## src/rtl/spipt_regs.svh

```systemverilog
`ifndef SPIPT_REGS_SVH
`define SPIPT_REGS_SVH

// ----------------------------------------
// Register byte addresses
// ----------------------------------------
`define SPIPT_ADDR_STATUS 32'hFFFF0A00
`define SPIPT_ADDR_RX 32'hFFFF0A04
`define SPIPT_ADDR_TX 32'hFFFF0A08
`define SPIPT_ADDR_DIV 32'hFFFF0A0C
`define SPIPT_ADDR_CTL 32'hFFFF0A10

// ----------------------------------------
// Reset values
// ----------------------------------------
`define SPIPT_RST_RX 8'h00
`define SPIPT_RST_DIV 6'h00
`define SPIPT_RST_CTL 16'h0000

// ----------------------------------------
// Status field positions
// ----------------------------------------
`define SPIPT_ST_EXCESS 11
`define SPIPT_ST_RXLVL_HI 10
`define SPIPT_ST_RXLVL_LO 8
`define SPIPT_ST_OVF 7
`define SPIPT_ST_RXIRQ 6
`define SPIPT_ST_TXIRQ 5
`define SPIPT_ST_UDF 4
`define SPIPT_ST_TXLVL_HI 3
`define SPIPT_ST_TXLVL_LO 1
`define SPIPT_ST_IRQ 0

// ----------------------------------------
// Control field positions
// ----------------------------------------
`define SPIPT_CTL_EN 0
`define SPIPT_CTL_MASTER 1
`define SPIPT_CTL_CPOL 2
`define SPIPT_CTL_TMODE 6
`define SPIPT_CTL_RFLUSH 12
`define SPIPT_CTL_TFLUSH 13
`define SPIPT_CTL_THR_HI 15
`define SPIPT_CTL_THR_LO 14

// ----------------------------------------
// Shift engine constants
// ----------------------------------------
`define SPIPT_LAST_BIT 3'h7
`define SPIPT_IDLE_TX 8'h00

`endif

```

## src/rtl/spipt_pkg.sv

```systemverilog
package spipt_pkg;

    // Master sequencer states
    typedef enum logic [0:0] {
        SPIPT_IDLE = 1'b0,
        SPIPT_SHIFT = 1'b1
    } spipt_state_type;

endpackage

```

## src/rtl/spipt_port.sv

```systemverilog
`timescale 1ns/1ps
`include "spipt_regs.svh"

// How it works
// - Master drives chip select low for a byte, high once it ends.
// - Bit 11 high while receive fill exceeds the threshold count.
// - Bits 10:8 give receive fill level, zero to four bytes.
// - Bit 7 set when a byte arrives with receive FIFO full.
// - Receive overflow raises the port interrupt unless receive flush set.
// - Reading status clears bits 7, 6, 5 and 4.
// - Bit 6 set when receive mode sees the threshold count received.
// - Bit 5 set when transmit mode has sent the threshold count.
// - Bit 4 set when a byte starts with transmit FIFO empty.
// - Transmit underflow raises the interrupt unless transmit flush set.
// - Bits 3:1 give transmit fill level, zero to four bytes.
// - Bit 0 set on any port interrupt, cleared by status read.
// - Status is read-only 32 bits at 0xFFFF0A00, resets zero.
// - Received bytes read from 8-bit register at 0xFFFF0A04.
// - Bytes to send written to 8-bit register at 0xFFFF0A08.
// - Six-bit divider at 0xFFFF0A0C, reset zero, maximum 0x3F.
// - Sixteen-bit control at 0xFFFF0A10, reset zero.
// - Master bit clock is clock over two times one plus divider.
// - Eight-bit bytes, most significant bit first on both lines.
// - Threshold codes 00 to 11 select one to four bytes.
module spipt_port
    import spipt_pkg::*;
(
    // Clock and reset
    input wire logic clk_sys,
    input wire logic reset_n,
    // Register access
    input wire logic [31:0] mmr_addr,
    input wire logic mmr_wr,
    input wire logic mmr_rd,
    input wire logic [31:0] mmr_wdata,
    output logic [31:0] mmr_rdata,
    // Serial clock pin
    input wire logic sclk_in,
    output logic sclk_out,
    output logic sclk_oe,
    // Master out, slave in pin
    input wire logic mosi_in,
    output logic mosi_out,
    output logic mosi_oe,
    // Master in, slave out pin
    input wire logic miso_in,
    output logic miso_out,
    output logic miso_oe,
    // Chip select pin, active low
    input wire logic cs_n_in,
    output logic cs_n_out,
    output logic cs_n_oe,
    // Interrupt request
    output logic irq_request
);
    // ----------------------------------------
    // Declarations
    // ----------------------------------------
    logic [15:0] port_control;
    logic [5:0] bit_rate_divider;
    logic [7:0] receive_byte;
    logic rx_overflow_flag;
    logic rx_irq_flag;
    logic tx_irq_flag;
    logic tx_underflow_flag;
    logic port_irq_flag;
    logic [2:0] rx_fill_level;
    logic [2:0] tx_fill_level;
    logic rx_excess_flag;
    logic [1:0] irq_threshold;
    logic transfer_mode_select;
    logic rx_flush_control;
    logic tx_flush_control;
    logic port_en;
    logic is_master;
    logic cpol;
    spipt_state_type state;
    logic [5:0] div_cnt;
    logic tick;
    logic phase;
    logic [7:0] shreg;
    logic [2:0] bit_cnt;
    logic samp;
    logic din;
    logic need_load;
    logic start_pend;
    logic sclk_prev;
    logic sclk_norm;
    logic load_ev;
    logic sample_ev;
    logic shift_ev;
    logic byte_rx;
    logic byte_tx;
    logic [7:0] rx_word;
    logic [1:0] tx_done_cnt;
    logic rd_status;
    logic rd_rx;
    logic wr_tx;
    logic rx_full;
    logic rx_empty;
    logic tx_full;
    logic tx_empty;
    logic [7:0] rx_head;
    logic [7:0] tx_head;
    logic ovf_ev;
    logic udf_ev;
    logic rxirq_ev;
    logic txirq_ev;
    logic [31:0] status_word;

    // ----------------------------------------
    // Register decode and control fields
    // ----------------------------------------
    assign rd_status = mmr_rd & (mmr_addr == `SPIPT_ADDR_STATUS);
    assign rd_rx = mmr_rd & (mmr_addr == `SPIPT_ADDR_RX);
    assign wr_tx = mmr_wr & (mmr_addr == `SPIPT_ADDR_TX);
    assign port_en = port_control[`SPIPT_CTL_EN];
    assign is_master = port_control[`SPIPT_CTL_MASTER];
    assign cpol = port_control[`SPIPT_CTL_CPOL];
    assign transfer_mode_select = port_control[`SPIPT_CTL_TMODE];
    assign rx_flush_control = port_control[`SPIPT_CTL_RFLUSH];
    assign tx_flush_control = port_control[`SPIPT_CTL_TFLUSH];
    assign irq_threshold =
        port_control[`SPIPT_CTL_THR_HI:`SPIPT_CTL_THR_LO];

    // Software-written configuration
    always_ff @(posedge clk_sys or negedge reset_n) begin
        if (!reset_n) begin
            port_control <= `SPIPT_RST_CTL;
            bit_rate_divider <= `SPIPT_RST_DIV;
        end else if (mmr_wr) begin
            if (mmr_addr == `SPIPT_ADDR_CTL) begin
                port_control <= mmr_wdata[15:0];
            end
            if (mmr_addr == `SPIPT_ADDR_DIV) begin
                bit_rate_divider <= mmr_wdata[5:0];
            end
        end
    end

    // ----------------------------------------
    // Receive and transmit FIFOs
    // ----------------------------------------
    // Flush holds the FIFO empty; writes while flushing are lost
    spipt_fifo #(
        .WIDTH(8),
        .AW(2)
    ) u_rx_fifo (
        .clk_sys(clk_sys),
        .reset_n(reset_n),
        .push(byte_rx),
        .pop(rd_rx),
        .flush(rx_flush_control),
        .wr_data(rx_word),
        .head(rx_head),
        .count(rx_fill_level),
        .full(rx_full),
        .empty(rx_empty)
    );

    spipt_fifo #(
        .WIDTH(8),
        .AW(2)
    ) u_tx_fifo (
        .clk_sys(clk_sys),
        .reset_n(reset_n),
        .push(wr_tx),
        .pop(load_ev),
        .flush(tx_flush_control),
        .wr_data(mmr_wdata[7:0]),
        .head(tx_head),
        .count(tx_fill_level),
        .full(tx_full),
        .empty(tx_empty)
    );

    // ----------------------------------------
    // Bit clock divider
    // ----------------------------------------
    // Half period of 1 + divider clocks gives clk / (2 * (1 + div))
    assign tick = (state == SPIPT_SHIFT) &&
        (div_cnt == bit_rate_divider);

    always_ff @(posedge clk_sys or negedge reset_n) begin
        if (!reset_n) begin
            div_cnt <= '0;
        end else if (state != SPIPT_SHIFT || tick) begin
            div_cnt <= '0;
        end else begin
            div_cnt <= div_cnt + 1'b1;
        end
    end

    // ----------------------------------------
    // Shift event generation
    // ----------------------------------------
    // Slave clock is normalised by polarity so that mode 0 logic serves
    assign sclk_norm = sclk_in ^ cpol;
    assign din = is_master ? miso_in : mosi_in;

    always_comb begin
        load_ev = 1'b0;
        sample_ev = 1'b0;
        shift_ev = 1'b0;
        if (port_en && is_master) begin
            load_ev = (state == SPIPT_IDLE) && (transfer_mode_select ?
                !tx_empty : start_pend);
            sample_ev = tick & ~phase;
            shift_ev = tick & phase;
        end else if (port_en && !cs_n_in) begin
            load_ev = need_load;
            sample_ev = sclk_norm & ~sclk_prev;
            shift_ev = ~sclk_norm & sclk_prev;
        end
    end

    assign rx_word = {shreg[6:0], din};
    assign byte_rx = sample_ev & (bit_cnt == `SPIPT_LAST_BIT) &
        ~rx_flush_control;
    assign byte_tx = shift_ev & (bit_cnt == `SPIPT_LAST_BIT);

    // Previous slave clock level for edge detection
    always_ff @(posedge clk_sys or negedge reset_n) begin
        if (!reset_n) begin
            sclk_prev <= 1'b0;
        end else begin
            sclk_prev <= sclk_norm;
        end
    end

    // Pending master start from a receive read in receive mode
    always_ff @(posedge clk_sys or negedge reset_n) begin
        if (!reset_n) begin
            start_pend <= 1'b0;
        end else if (!port_en || !is_master || transfer_mode_select) begin
            start_pend <= 1'b0;
        end else if (rd_rx) begin
            start_pend <= 1'b1;
        end else if (load_ev) begin
            start_pend <= 1'b0;
        end
    end

    // ----------------------------------------
    // Master sequencer
    // ----------------------------------------
    always_ff @(posedge clk_sys or negedge reset_n) begin
        if (!reset_n) begin
            state <= SPIPT_IDLE;
            phase <= 1'b0;
        end else if (!port_en || !is_master) begin
            state <= SPIPT_IDLE;
            phase <= 1'b0;
        end else begin
            case (state)
                SPIPT_IDLE: begin
                    phase <= 1'b0;
                    if (load_ev) begin
                        state <= SPIPT_SHIFT;
                    end
                end
                SPIPT_SHIFT: begin
                    if (tick) begin
                        phase <= ~phase;
                    end
                    if (byte_tx) begin
                        state <= SPIPT_IDLE;
                    end
                end
                default: begin
                    state <= SPIPT_IDLE;
                end
            endcase
        end
    end

    // ----------------------------------------
    // Shift register, MSB first
    // ----------------------------------------
    // Empty FIFO at load sends a filler byte
    always_ff @(posedge clk_sys or negedge reset_n) begin
        if (!reset_n) begin
            shreg <= '0;
            bit_cnt <= '0;
            samp <= 1'b0;
        end else if (!port_en || (!is_master && cs_n_in)) begin
            bit_cnt <= '0;
        end else if (load_ev) begin
            shreg <= tx_empty ? `SPIPT_IDLE_TX : tx_head;
            bit_cnt <= '0;
        end else begin
            if (sample_ev) begin
                samp <= din;
            end
            if (shift_ev) begin
                shreg <= {shreg[6:0], samp};
                bit_cnt <= bit_cnt + 1'b1;
            end
        end
    end

    // Slave reloads at select and after each full byte
    always_ff @(posedge clk_sys or negedge reset_n) begin
        if (!reset_n) begin
            need_load <= 1'b1;
        end else if (cs_n_in || byte_tx) begin
            need_load <= 1'b1;
        end else if (load_ev) begin
            need_load <= 1'b0;
        end
    end

    // ----------------------------------------
    // Pin drive
    // ----------------------------------------
    // Pins are released entirely while the port is disabled
    assign sclk_out = (phase ^ cpol) & (state == SPIPT_SHIFT);
    assign sclk_oe = port_en & is_master;
    assign mosi_out = shreg[7];
    assign mosi_oe = port_en & is_master;
    assign miso_out = shreg[7];
    assign miso_oe = port_en & ~is_master & ~cs_n_in;
    assign cs_n_out = (state != SPIPT_SHIFT);
    assign cs_n_oe = port_en & is_master;

    // ----------------------------------------
    // Status events
    // ----------------------------------------
    assign ovf_ev = byte_rx & rx_full;
    assign udf_ev = load_ev & tx_empty;
    // Threshold code n means n + 1 bytes
    assign rxirq_ev = byte_rx & ~transfer_mode_select &
        (rx_fill_level >= {1'b0, irq_threshold});
    assign txirq_ev = byte_tx & transfer_mode_select &
        (tx_done_cnt == irq_threshold);
    assign rx_excess_flag =
        (rx_fill_level > ({1'b0, irq_threshold} + 3'h1));

    // Bytes sent since the last transmit interrupt
    always_ff @(posedge clk_sys or negedge reset_n) begin
        if (!reset_n) begin
            tx_done_cnt <= '0;
        end else if (!transfer_mode_select) begin
            tx_done_cnt <= '0;
        end else if (byte_tx) begin
            tx_done_cnt <= txirq_ev ? 2'h0 : tx_done_cnt + 1'b1;
        end
    end

    // ----------------------------------------
    // Sticky flags, cleared by status read
    // ----------------------------------------
    // A set in the read cycle wins so no event is lost
    always_ff @(posedge clk_sys or negedge reset_n) begin
        if (!reset_n) begin
            rx_overflow_flag <= 1'b0;
            rx_irq_flag <= 1'b0;
            tx_irq_flag <= 1'b0;
            tx_underflow_flag <= 1'b0;
            port_irq_flag <= 1'b0;
        end else begin
            rx_overflow_flag <= ovf_ev |
                (rx_overflow_flag & ~rd_status);
            rx_irq_flag <= rxirq_ev |
                (rx_irq_flag & ~rd_status);
            tx_irq_flag <= txirq_ev |
                (tx_irq_flag & ~rd_status);
            tx_underflow_flag <= udf_ev |
                (tx_underflow_flag & ~rd_status);
            port_irq_flag <= (ovf_ev & ~rx_flush_control) |
                (udf_ev & ~tx_flush_control) |
                rxirq_ev | txirq_ev |
                (port_irq_flag & ~rd_status);
        end
    end

    assign irq_request = port_irq_flag;

    // ----------------------------------------
    // Read data
    // ----------------------------------------
    always_comb begin
        status_word = '0;
        status_word[`SPIPT_ST_EXCESS] = rx_excess_flag;
        status_word[`SPIPT_ST_RXLVL_HI:`SPIPT_ST_RXLVL_LO] =
            rx_fill_level;
        status_word[`SPIPT_ST_OVF] = rx_overflow_flag;
        status_word[`SPIPT_ST_RXIRQ] = rx_irq_flag;
        status_word[`SPIPT_ST_TXIRQ] = tx_irq_flag;
        status_word[`SPIPT_ST_UDF] = tx_underflow_flag;
        status_word[`SPIPT_ST_TXLVL_HI:`SPIPT_ST_TXLVL_LO] =
            tx_fill_level;
        status_word[`SPIPT_ST_IRQ] = port_irq_flag;
    end

    // Received byte register holds the last byte popped
    always_ff @(posedge clk_sys or negedge reset_n) begin
        if (!reset_n) begin
            receive_byte <= `SPIPT_RST_RX;
        end else if (rd_rx && !rx_empty && !rx_flush_control) begin
            receive_byte <= rx_head;
        end
    end

    // Registered answer, one cycle after the read strobe
    always_ff @(posedge clk_sys or negedge reset_n) begin
        if (!reset_n) begin
            mmr_rdata <= '0;
        end else if (mmr_rd) begin
            case (mmr_addr)
                `SPIPT_ADDR_STATUS: mmr_rdata <= status_word;
                `SPIPT_ADDR_RX: begin
                    mmr_rdata <= (rx_empty || rx_flush_control) ?
                        {24'h0, receive_byte} : {24'h0, rx_head};
                end
                `SPIPT_ADDR_DIV: mmr_rdata <= {26'h0, bit_rate_divider};
                `SPIPT_ADDR_CTL: mmr_rdata <= {16'h0, port_control};
                default: mmr_rdata <= '0;
            endcase
        end
    end

    // Full transmit FIFO silently drops a write
    logic unused_tx_full;
    assign unused_tx_full = tx_full;
endmodule

```

## src/rtl/spipt_fifo.sv

```systemverilog
`timescale 1ns/1ps

// ----------------------------------------
// Small byte FIFO with fill count
// ----------------------------------------
module spipt_fifo #(
    parameter int WIDTH = 8,
    parameter int AW = 2
) (
    // Clock and reset
    input wire logic clk_sys,
    input wire logic reset_n,
    // Control
    input wire logic push,
    input wire logic pop,
    input wire logic flush,
    input wire logic [WIDTH-1:0] wr_data,
    // State
    output logic [WIDTH-1:0] head,
    output logic [AW:0] count,
    output logic full,
    output logic empty
);
    logic [WIDTH-1:0] mem [2**AW];
    logic [AW-1:0] wr_ptr;
    logic [AW-1:0] rd_ptr;
    logic do_push;
    logic do_pop;

    // Pushes into a full FIFO are dropped; only the receive caller flags them
    assign full = (count == (AW+1)'(2**AW));
    assign empty = (count == '0);
    assign do_push = push & ~full & ~flush;
    assign do_pop = pop & ~empty & ~flush;
    assign head = mem[rd_ptr];

    // Storage
    always_ff @(posedge clk_sys) begin
        if (do_push) begin
            mem[wr_ptr] <= wr_data;
        end
    end

    // Pointers and count
    always_ff @(posedge clk_sys or negedge reset_n) begin
        if (!reset_n) begin
            wr_ptr <= '0;
            rd_ptr <= '0;
            count <= '0;
        end else if (flush) begin
            wr_ptr <= '0;
            rd_ptr <= '0;
            count <= '0;
        end else begin
            if (do_push) begin
                wr_ptr <= wr_ptr + 1'b1;
            end
            if (do_pop) begin
                rd_ptr <= rd_ptr + 1'b1;
            end
            if (do_push && !do_pop) begin
                count <= count + 1'b1;
            end else if (do_pop && !do_push) begin
                count <= count - 1'b1;
            end
        end
    end
endmodule

```

## config.mk

```make
export PLATFORM = sky130hd
export DESIGN_NAME = spipt_port
export DESIGN_NICKNAME = d
export VERILOG_FILES = /design/src/rtl/spipt_pkg.sv /design/src/rtl/spipt_port.sv /design/src/rtl/spipt_fifo.sv
export VERILOG_INCLUDE_DIRS = /design/src /design/src/rtl
export SDC_FILE = /design/constraint.sdc
export NUM_CORES = 1
export LEC_CHECK = 0
export ABC_AREA = 1
export CAP_MARGIN = 20
export CORE_MARGIN = 10
export CORE_UTILIZATION = 58
export DETAILED_ROUTE_END_ITERATION = 10
export DONT_BUFFER_PORTS = 1
export HOLD_SLACK_MARGIN = 0.03
export PLACE_DENSITY_LB_ADDON = 0.1
export SYNTH_ARGS = -nofsm -noshare
export SYNTH_HDL_FRONTEND = slang
export SYNTH_HIERARCHICAL = 1
export SYNTH_SLANG_ARGS = --single-unit
```

## constraint.sdc

```tcl
create_clock -name clk_sys -period 2.42 [get_ports clk_sys]
set_input_delay 0.121 -clock clk_sys [delete_from_list [all_inputs] [get_ports clk_sys]]
set_output_delay 0.121 -clock clk_sys [all_outputs]
set_load 0.02 [all_outputs]
```

==> flow_summary.ini, run 1 <==
[setup_path]
slowest_stage = dfrtp_1
critPathTopFamily = simple AND/OR/NAND/NOR gates
startpoint = div_cnt[3]
crit_path_end = u_rx_fifo/count[2]
path_max_fanout = 5
worstSetupEndpointType = flip-flop
r2r_slack_ps = 30
timing.rr.end = u_rx_fifo/count[2]
startpoint_type = flip-flop
critical_path_buf_inv_count = 4
reg2reg_depth = 19
crit_arrival_ps = 2750
critical_path.max_stage_delay_ps = 400
crit_required_ps = 2790
path_class = flip-flop to flip-flop
crit_chain = xnor2_1 -> nand2_1 -> nor2_2 -> nand4_1 -> nand2_2 -> nand2_2 -> nor2_4 -> nand3_4 -> clkinv_4 -> nand2_4 -> inv_2 -> fa_2 -> inv_2 -> nand2_2 -> nand3_2 -> nand3b_1 -> nand2_1 -> inv_1 -> nand2_1
timing.rr.start = div_cnt[3]
path_depth = 19

[placed_design]
io_buffers = 0
place_congestion = 0.872
dp_cells = 1024
place_area_um2 = 8030
dpl_worst_slack_ps = -41.0
hpwl_mm = 12.9

[cts]
tritoncts = built
htree_levels = 4
clk_latency_ps = 430
root_buffer = clkbuf_16
cts_sinks = 154
clk_pin_slew_ps = 60
cts_buffers = 17
clk_path_buf_depth = 2

[logic_synthesis]
ys_warn_count = 6
synth.avg_cell_area_um2 = 9.24
syn_area_um2 = 7820
synthCells = 846

[timing]
fmax_mhz = 419
setup_tns_ps = 0
skew_ps = 9.22
rsz0062_at_grt = true
tightest_slew_ps = 539
timing.final.max_slew_violations = 0
setup_viol = 0
timing.final.crit_share_pct = 98.6
relSlewSlack_pct = 63.9
worst_slack_ps = 32.9
period_needed_ps = 2390
hold_viol_final = 0

[route]
wl_per_cell_um = 16.8
drt-total-wl_mm = 18.2
vias = 5846
drt-initial-drc-count = 486
ant_nets = 0
routed_via_density = 5.41
firstDrtPassIters = 4
drcViolationCount = 0

[global_route]
grt_max_degree = 91
grt_pass1_vias = 5849
grt_antenna_before_repair = 1
grt_pass1_wl_mm = 29.3
grtUsageTotal_pct = 20.2
grt_overflow = 0

[finish]
layout-drive-gt1-share_pct = 16.0
seq_area_um2 = 4180
area_growth_pct = 13.9
layoutNonFillerInstCount = 1081
design_area_um2 = 8910
nFillCells = 1062
fin_nets = 982
multi_input_area_um2 = 3090

[worst_hold_path]
hold_path.class = input pin to flip-flop

[die]
core_area_um2 = 13200
start_util_pct = 59.1
dieArea_um2 = 18500
die_w_um = 136
rows = 42
io_pins = 113
die_h_um = 136

[flow_run]
cap_viol_max_count = 0

[run_status]
outcome = completed

[pwr]
p_leak_uw = 0.00422
vdd_drop_max_uv = 451
finalPower_uw = 5480
power.density_nw_per_um2 = 615
==> metrics by stage <==
step                      utilization, %  hold WS, ps
final                               67.3         43.8
after global routing                67.3         49.9
after CTS                           66.9         34.9
after detailed placement            60.6         -169
after global placement              60.6         -169
after floorplan                        -         -175
==> worst min path at each step <==
| stage | from | endpoint | slack [ps] | cells after the start |
|---|---|---|---|---|
| after floorplan | reset_n | bit_cnt[0] | -170 | 0 |
| final | mmr_wr | port_control[2] | 40 | 2 |
| after detailed placement | reset_n | u_rx_fifo/rd_ptr[1] | -170 | 0 |
| after global routing | mmr_wr | port_control[5] | 50 | 2 |
| after CTS | mmr_wr | port_control[5] | 30 | 2 |
| after global placement | reset_n | u_rx_fifo/rd_ptr[1] | -170 | 0 |
==> power by group <==
part | switching, uW | internal, uW
Clock | 1070 | 1560
Sequential | 0.484 | 2720
Combinational | 99.7 | 38.3
==> cell usage in the layout (no fill, tap or decap), types with 16 or more instances in the layout <==
cell,count
buf_4,34
clkbuf_16,17
conb_1,16
dfrtp_1,88
dlygate4sd3_1,21
edfxtp_1,64
ha_1,17
inv_1,78
nand2_1,185
nand2_2,21
nand3_1,84
nor2_1,71
o21ai_0,53
o21ai_1,17
o22ai_1,16
==> sequential cells by signal, summed over array words and instances (netlist names), 2 cells and up <==
| register | count |
|---|---|
| u_tx_fifo/rd_ptr | 2 |
| u_rx_fifo/mem | 32 |
| u_tx_fifo/count | 3 |
| div_cnt | 6 |
| mmr_rdata | 16 |
| shreg | 8 |
| receive_byte | 8 |
| bit_cnt | 3 |
| u_rx_fifo/count | 3 |
| u_rx_fifo/wr_ptr | 2 |
| port_control | 16 |
| bit_rate_divider | 6 |
| u_tx_fifo/wr_ptr | 2 |
| u_tx_fifo/mem | 32 |
| u_rx_fifo/rd_ptr | 2 |
| tx_done_cnt | 2 |
==> per-layer routing <==
layer / part of all wire, % / global-route usage (%) / vias up
met5: 0 / 0 / -
met4: 2.3 / 8.17 / 0
met3: 6.5 / 5.35 / 28
met2: 50 / 33.8 / 166
met1: 41 / 24.4 / 2791
li1: - / - / 2861
==> what timing repair did <==
item                       in CTS  in global routing
pin swaps                       0                 11
gates resized for setup         3                 10
gates cloned                    0                  0
setup buffers                   0                  2
setup endpoints to repair       2                  3
hold buffers                   22                  0
hold endpoints to repair      163                  0
==> final cells by class <==
class	instances	area share, %
Clock buffer	20	5.01
Antenna cell	1	0.0281
Multi-Input combinational cell	575	34.7
Sequential cell	154	46.9
Clock inverter	12	1.55
Timing Repair Buffer	56	5.53
Inverter	87	3.79
Tap cell	176	2.47
No activity file was read; power rests on OpenSTA's default activity.
==> run 2: changes to the inputs <==
--- a/config.mk
+++ b/config.mk
@@ -12,9 +12,11 @@
 export CORE_UTILIZATION = 58
 export DETAILED_ROUTE_END_ITERATION = 10
 export DONT_BUFFER_PORTS = 1
+export GPL_TIMING_DRIVEN = 0
 export HOLD_SLACK_MARGIN = 0.03
 export PLACE_DENSITY_LB_ADDON = 0.1
 export SYNTH_ARGS = -nofsm -noshare
 export SYNTH_HDL_FRONTEND = slang
 export SYNTH_HIERARCHICAL = 1
 export SYNTH_SLANG_ARGS = --single-unit
+export TNS_END_PERCENT = 20
==> flow_summary.ini, run 2 (synthesized netlist as in run 1, its figures left out) <==
[setup_path]
startpoint = div_cnt[2]
r2r_slack_ps = 70
worstSetupEndpointType = flip-flop
cp_common_cell = nand2_1
path_max_fanout = 3
slowest_stage = dfrtp_1
critPathTopFamily = simple AND/OR/NAND/NOR gates
crit_arrival_ps = 2720
timing.rr.end = u_rx_fifo/count[2]
critical_path.max_stage_delay_ps = 410
crit_chain = xnor2_1 -> nand2_1 -> nor2_2 -> nand4_1 -> nand2_2 -> nand2_2 -> nor2_4 -> nand3_4 -> clkinv_4 -> nand2_4 -> inv_2 -> fa_2 -> inv_1 -> nand2_1 -> nand3_1 -> nand3b_1 -> nand2_1 -> inv_1 -> nand2_1
reg2reg_depth = 19
startpoint_type = flip-flop
timing.rr.start = div_cnt[2]
critical_path_buf_inv_count = 4
path_class = flip-flop to flip-flop
crit_required_ps = 2790

[timing]
worst_slack_ps = 73.9
timing.final.crit_share_pct = 96.9
period_needed_ps = 2350
rsz0062_at_grt = true
tightest_slew_ps = 854
setup_viol = 0
timing.final.max_slew_violations = 0
relSlewSlack_pct = 42.8
fmax_mhz = 426
setup_tns_ps = 0
skew_ps = 12.6
hold_viol_final = 0

[finish]
fin_util_pct = 69.0
reg_top3 = u_rx_fifo/mem x32, u_tx_fifo/mem x32
design_area_um2 = 9140
final_common_cell = nand2_1
final_cell_mix = nand2_1 (185), nand3_1 (85), dfrtp_1 (85)
fin_nets = 1013
layout-drive-gt1-share_pct = 18.5
area_growth_pct = 16.9
n_antenna_cell = 0

[placed_design]
hpwl_mm = 13.4
place_congestion = 0.935
io_buffers = 0
place_area_um2 = 8100
dpl_worst_slack_ps = -443

[run_status]
outcome = completed

[route]
drt-initial-drc-count = 483
ant_nets = 0
drcViolationCount = 0
drt-total-wl_mm = 19.0
wl_per_cell_um = 17.1
vias = 6079
routed_via_density = 5.47
firstDrtPassIters = 5

[worst_hold_path]
hold_depth = 4
hold_start = mmr_addr[2]
hold_path.class = input pin to flip-flop
worstHoldEndpoint = receive_byte[6]

[global_route]
grt_pass1_wl_mm = 30.3
grtUsageTotal_pct = 20.8
grt_antenna_before_repair = 0
grt_pass1_vias = 5907
grt_overflow = 0
grt_max_degree = 91

[pwr]
switching_share_pct = 21.8
power.density_nw_per_um2 = 590
pwr-share-seq_pct = 50.3
intPower_uw = 4220
switchingPower_uw = 1180
clkPwrFrac_pct = 46.7
vdd_drop_max_uv = 504
p_leak_uw = 0.00434
finalPower_uw = 5400
power_frac_comb_pct = 3.0

[cts]
cts_buffers = 17
cts_sinks = 154
clk_latency_ps = 430
clk_path_buf_depth = 2
htree_levels = 4
root_buffer = clkbuf_16
tritoncts = built
clk_pin_slew_ps = 60

[die]
core_area_um2 = 13200
die_h_um = 136
die_w_um = 136
start_util_pct = 59.1
rows = 42
io_pins = 113
dieArea_um2 = 18500

[flow_run]
cap_viol_max_count = 0
run 2: layer usage:
metal | GRT usage (%) | vias up | routed length [um]
met2 | 35.3 | 206 | 9690
met5 | 0 | - | 0
met3 | 5.02 | 31 | 1200
met1 | 25.5 | 2918 | 7800
li1 | - | 2924 | -
met4 | 6.98 | 0 | 344
run 2: final cells by class:
type	instances	area (um^2)
sequential	154	4180
fill	1012	4100
multi-input combinational	575	3120
clock buffer	19	443
timing repair buffer	43	415
inverter	87	338
buffer	44	307
tap	176	220
clock inverter	13	119
run 2: worst max-delay path by stage:
stage,slack (ps),to,depth (start not counted)
after floorplan,150,u_rx_fifo/count[2],21
after global placement,-430,u_rx_fifo/mem[0][3],7
after detailed placement,-440,u_rx_fifo/mem[1][6],7
after CTS,-20,u_rx_fifo/count[2],21
after global routing,-100,u_rx_fifo/count[2],19
final,70,u_rx_fifo/count[2],19
run 2: stage by stage:
step / std cells / hold WS (ps)
finish: 1111 / 52.3
global route: 1111 / 53.0
CTS: 1100 / 41.3
detailed placement: 1037 / -169
global placement: 1037 / -169
floorplan: 861 / -175
run 2: power by group through the flow:
| stage | clock [uW] | sequential [uW] | combinational (uW) |
|---|---|---|---|
| floorplan | 0 | 2770 | 73.5 |
| global placement | 0 | 2770 | 82.1 |
| detailed placement | 0 | 2770 | 83.6 |
| CTS | 2560 | 2720 | 162 |
| global route | 2670 | 2720 | 178 |
| finish | 2520 | 2720 | 162 |
run 2: tightest hold or removal path: stages:
cell and delay (ps):
nand2_2 100, nor3_4 100, nand3_1 80, nand2_1 50
run 2: what timing repair did:
item	4_1_cts	5_1_grt
resized for setup	17	9
setup endpoints to repair	36	19
hold buffers	25	0
pin swaps	3	9
endpoints found under the hold margin	158	0
setup buffers	7	11
==> run 3: changes to the inputs <==
--- a/config.mk
+++ b/config.mk
@@ -13,7 +13,7 @@
 export DETAILED_ROUTE_END_ITERATION = 10
 export DONT_BUFFER_PORTS = 1
 export GPL_TIMING_DRIVEN = 0
-export HOLD_SLACK_MARGIN = 0.03
+export HOLD_SLACK_MARGIN = 0.08
 export PLACE_DENSITY_LB_ADDON = 0.1
 export SYNTH_ARGS = -nofsm -noshare
 export SYNTH_HDL_FRONTEND = slang
==> flow_summary.ini, run 3 (synthesized netlist as in run 1, its figures left out) <==
[run_status]
outcome = completed

[timing]
timing.final.max_slew_violations = 0
setup_viol = 0
fmax_mhz = 427
skew_ps = 11.7
tightest_slew_ps = 833
setup_tns_ps = 0
relSlewSlack_pct = 44.2
period_needed_ps = 2340
rsz0062_at_grt = true
timing.final.crit_share_pct = 96.9
fin_hold_ws_ps = 134
worst_slack_ps = 75.4
hold_viol_final = 0

[placed_design]
place_congestion = 0.935
place_area_um2 = 8100
dpl_worst_slack_ps = -443
io_buffers = 0
dp_cells = 1037
hpwl_mm = 13.4

[finish]
fin_nets = 1016
layoutNonFillerInstCount = 1114
multi_input_area_um2 = 3120
final_common_cell = nand2_1
design_area_um2 = 9170
reg_top3 = u_rx_fifo/mem x32, u_tx_fifo/mem x32
layout-drive-gt1-share_pct = 18.4
area_growth_pct = 17.3
seq_area_um2 = 4180
nFillCells = 1003
n_antenna_cell = 0
final_cell_mix = nand2_1 (185), nand3_1 (85), dfrtp_1 (85)

[die]
start_util_pct = 59.1
die_w_um = 136
core_area_um2 = 13200
rows = 42
io_pins = 113
die_h_um = 136
dieArea_um2 = 18500

[cts]
cts_sinks = 154
htree_levels = 4
tritoncts = built
clk_path_buf_depth = 2
clk_pin_slew_ps = 60
cts_buffers = 17
root_buffer = clkbuf_16
clk_latency_ps = 430

[worst_hold_path]
hold_start = mmr_addr[2]
hold_path.class = input pin to flip-flop

[setup_path]
timing.rr.start = bit_rate_divider[4]
path_max_fanout = 3
worstSetupEndpointType = flip-flop
critical_path.max_stage_delay_ps = 420
slowest_stage = dfrtp_1
crit_arrival_ps = 2720
crit_chain = xor2_1 -> nor2_1 -> nand4_1 -> nand2_2 -> nand2_2 -> nor2_4 -> nand3_4 -> clkinv_4 -> nand2_4 -> inv_2 -> fa_2 -> inv_1 -> nand2_1 -> nand3_1 -> nand3b_1 -> nand2_1 -> inv_1 -> nand2_1
crit_required_ps = 2790
path_class = flip-flop to flip-flop
cp_common_cell = nand2_1
startpoint = bit_rate_divider[4]
startpoint_type = flip-flop

[pwr]
vdd_drop_max_uv = 497
p_leak_uw = 0.00436
power.density_nw_per_um2 = 589

[global_route]
grt_pass1_wl_mm = 30.6
grt_pass1_vias = 5946
grt_antenna_before_repair = 0
grt_overflow = 0
grt_max_degree = 91
grtUsageTotal_pct = 21.0

[route]
drt-initial-drc-count = 506
wl_per_cell_um = 17.4
ant_nets = 0
drt-total-wl_mm = 19.4
routed_via_density = 5.48
drcViolationCount = 0
firstDrtPassIters = 5
vias = 6100

[flow_run]
cap_viol_max_count = 0
==> run 3: changes by cell type in the layout (fill, tap and decap cells not counted) <==
| cell | delta |
|---|---|
| dlygate4sd3_1 | +3 |
==> run 3: what timing repair did <==
| item | in CTS | in global routing |
|---|---|---|
| gates cloned | 0 | 0 |
| buffers inserted | 7 | 11 |
| hold buffers | 28 | 0 |
| endpoints found under the hold margin | 166 | 0 |
| endpoints found under the setup margin | 36 | 19 |
| pin swaps | 3 | 9 |
| resized for setup | 17 | 9 |
==> run 3: worst paths after layout <==
path                                  endpoint  slack (ps)  cells after the start
max in group asynchronous            need_load        1760                      2
hold reg to reg                port_control[9]         470                      2
hold / removal             bit_rate_divider[5]         130                      5
setup reg to reg            u_rx_fifo/count[2]          80                     18
setup / recovery            u_rx_fifo/count[2]          80                     18
min in group asynchronous  u_rx_fifo/wr_ptr[0]         240                      2
==> run 3: stage by stage <==
step | utilization (%) | power [uW]
5_1_grt | 69.3 | 5560
3_3_place_gp | 61.1 | 2850
6_report | 69.3 | 5410
2_1_floorplan | - | 2840
3_5_place_dp | 61.1 | 2850
4_1_cts | 68.4 | 5440
==> run 3: power by group <==
| group | total, uW | switching [uW] | internal (uW) |
|---|---|---|---|
| clock | 2520 | 1080 | 1450 |
| sequential | 2720 | 0.435 | 2720 |
| combinational | 167 | 106 | 60.6 |
| total | 5410 | 1180 | 4220 |
==> run 3: worst max-delay path: cells and delay by family (launching register included) <==
kind	cells	cell delay [ps]
simple gates	12	1300
flops	1	420
buf+inv	4	210
fa+ha+maj	1	190
xor+xnor	1	170
==> run 3: layout make-up <==
class / instances / share of cell area (%)
sequential: 154 / 45.6
multi-input combinational: 575 / 34.0
timing repair buffer: 46 / 4.86
clock buffer: 19 / 4.83
inverter: 87 / 3.68
buffer: 44 / 3.34
tap: 176 / 2.40
clock inverter: 13 / 1.30
==> run 3: metal layers <==
layer	global-route usage, %	wire length, um	vias up	part of all wire [%]
li1	-	-	2930	-
met3	5.24	1200	33	6.2
met4	7.46	366	0	1.9
met2	35.6	9910	182	51
met1	25.5	7910	2955	41
met5	0	0	-	0
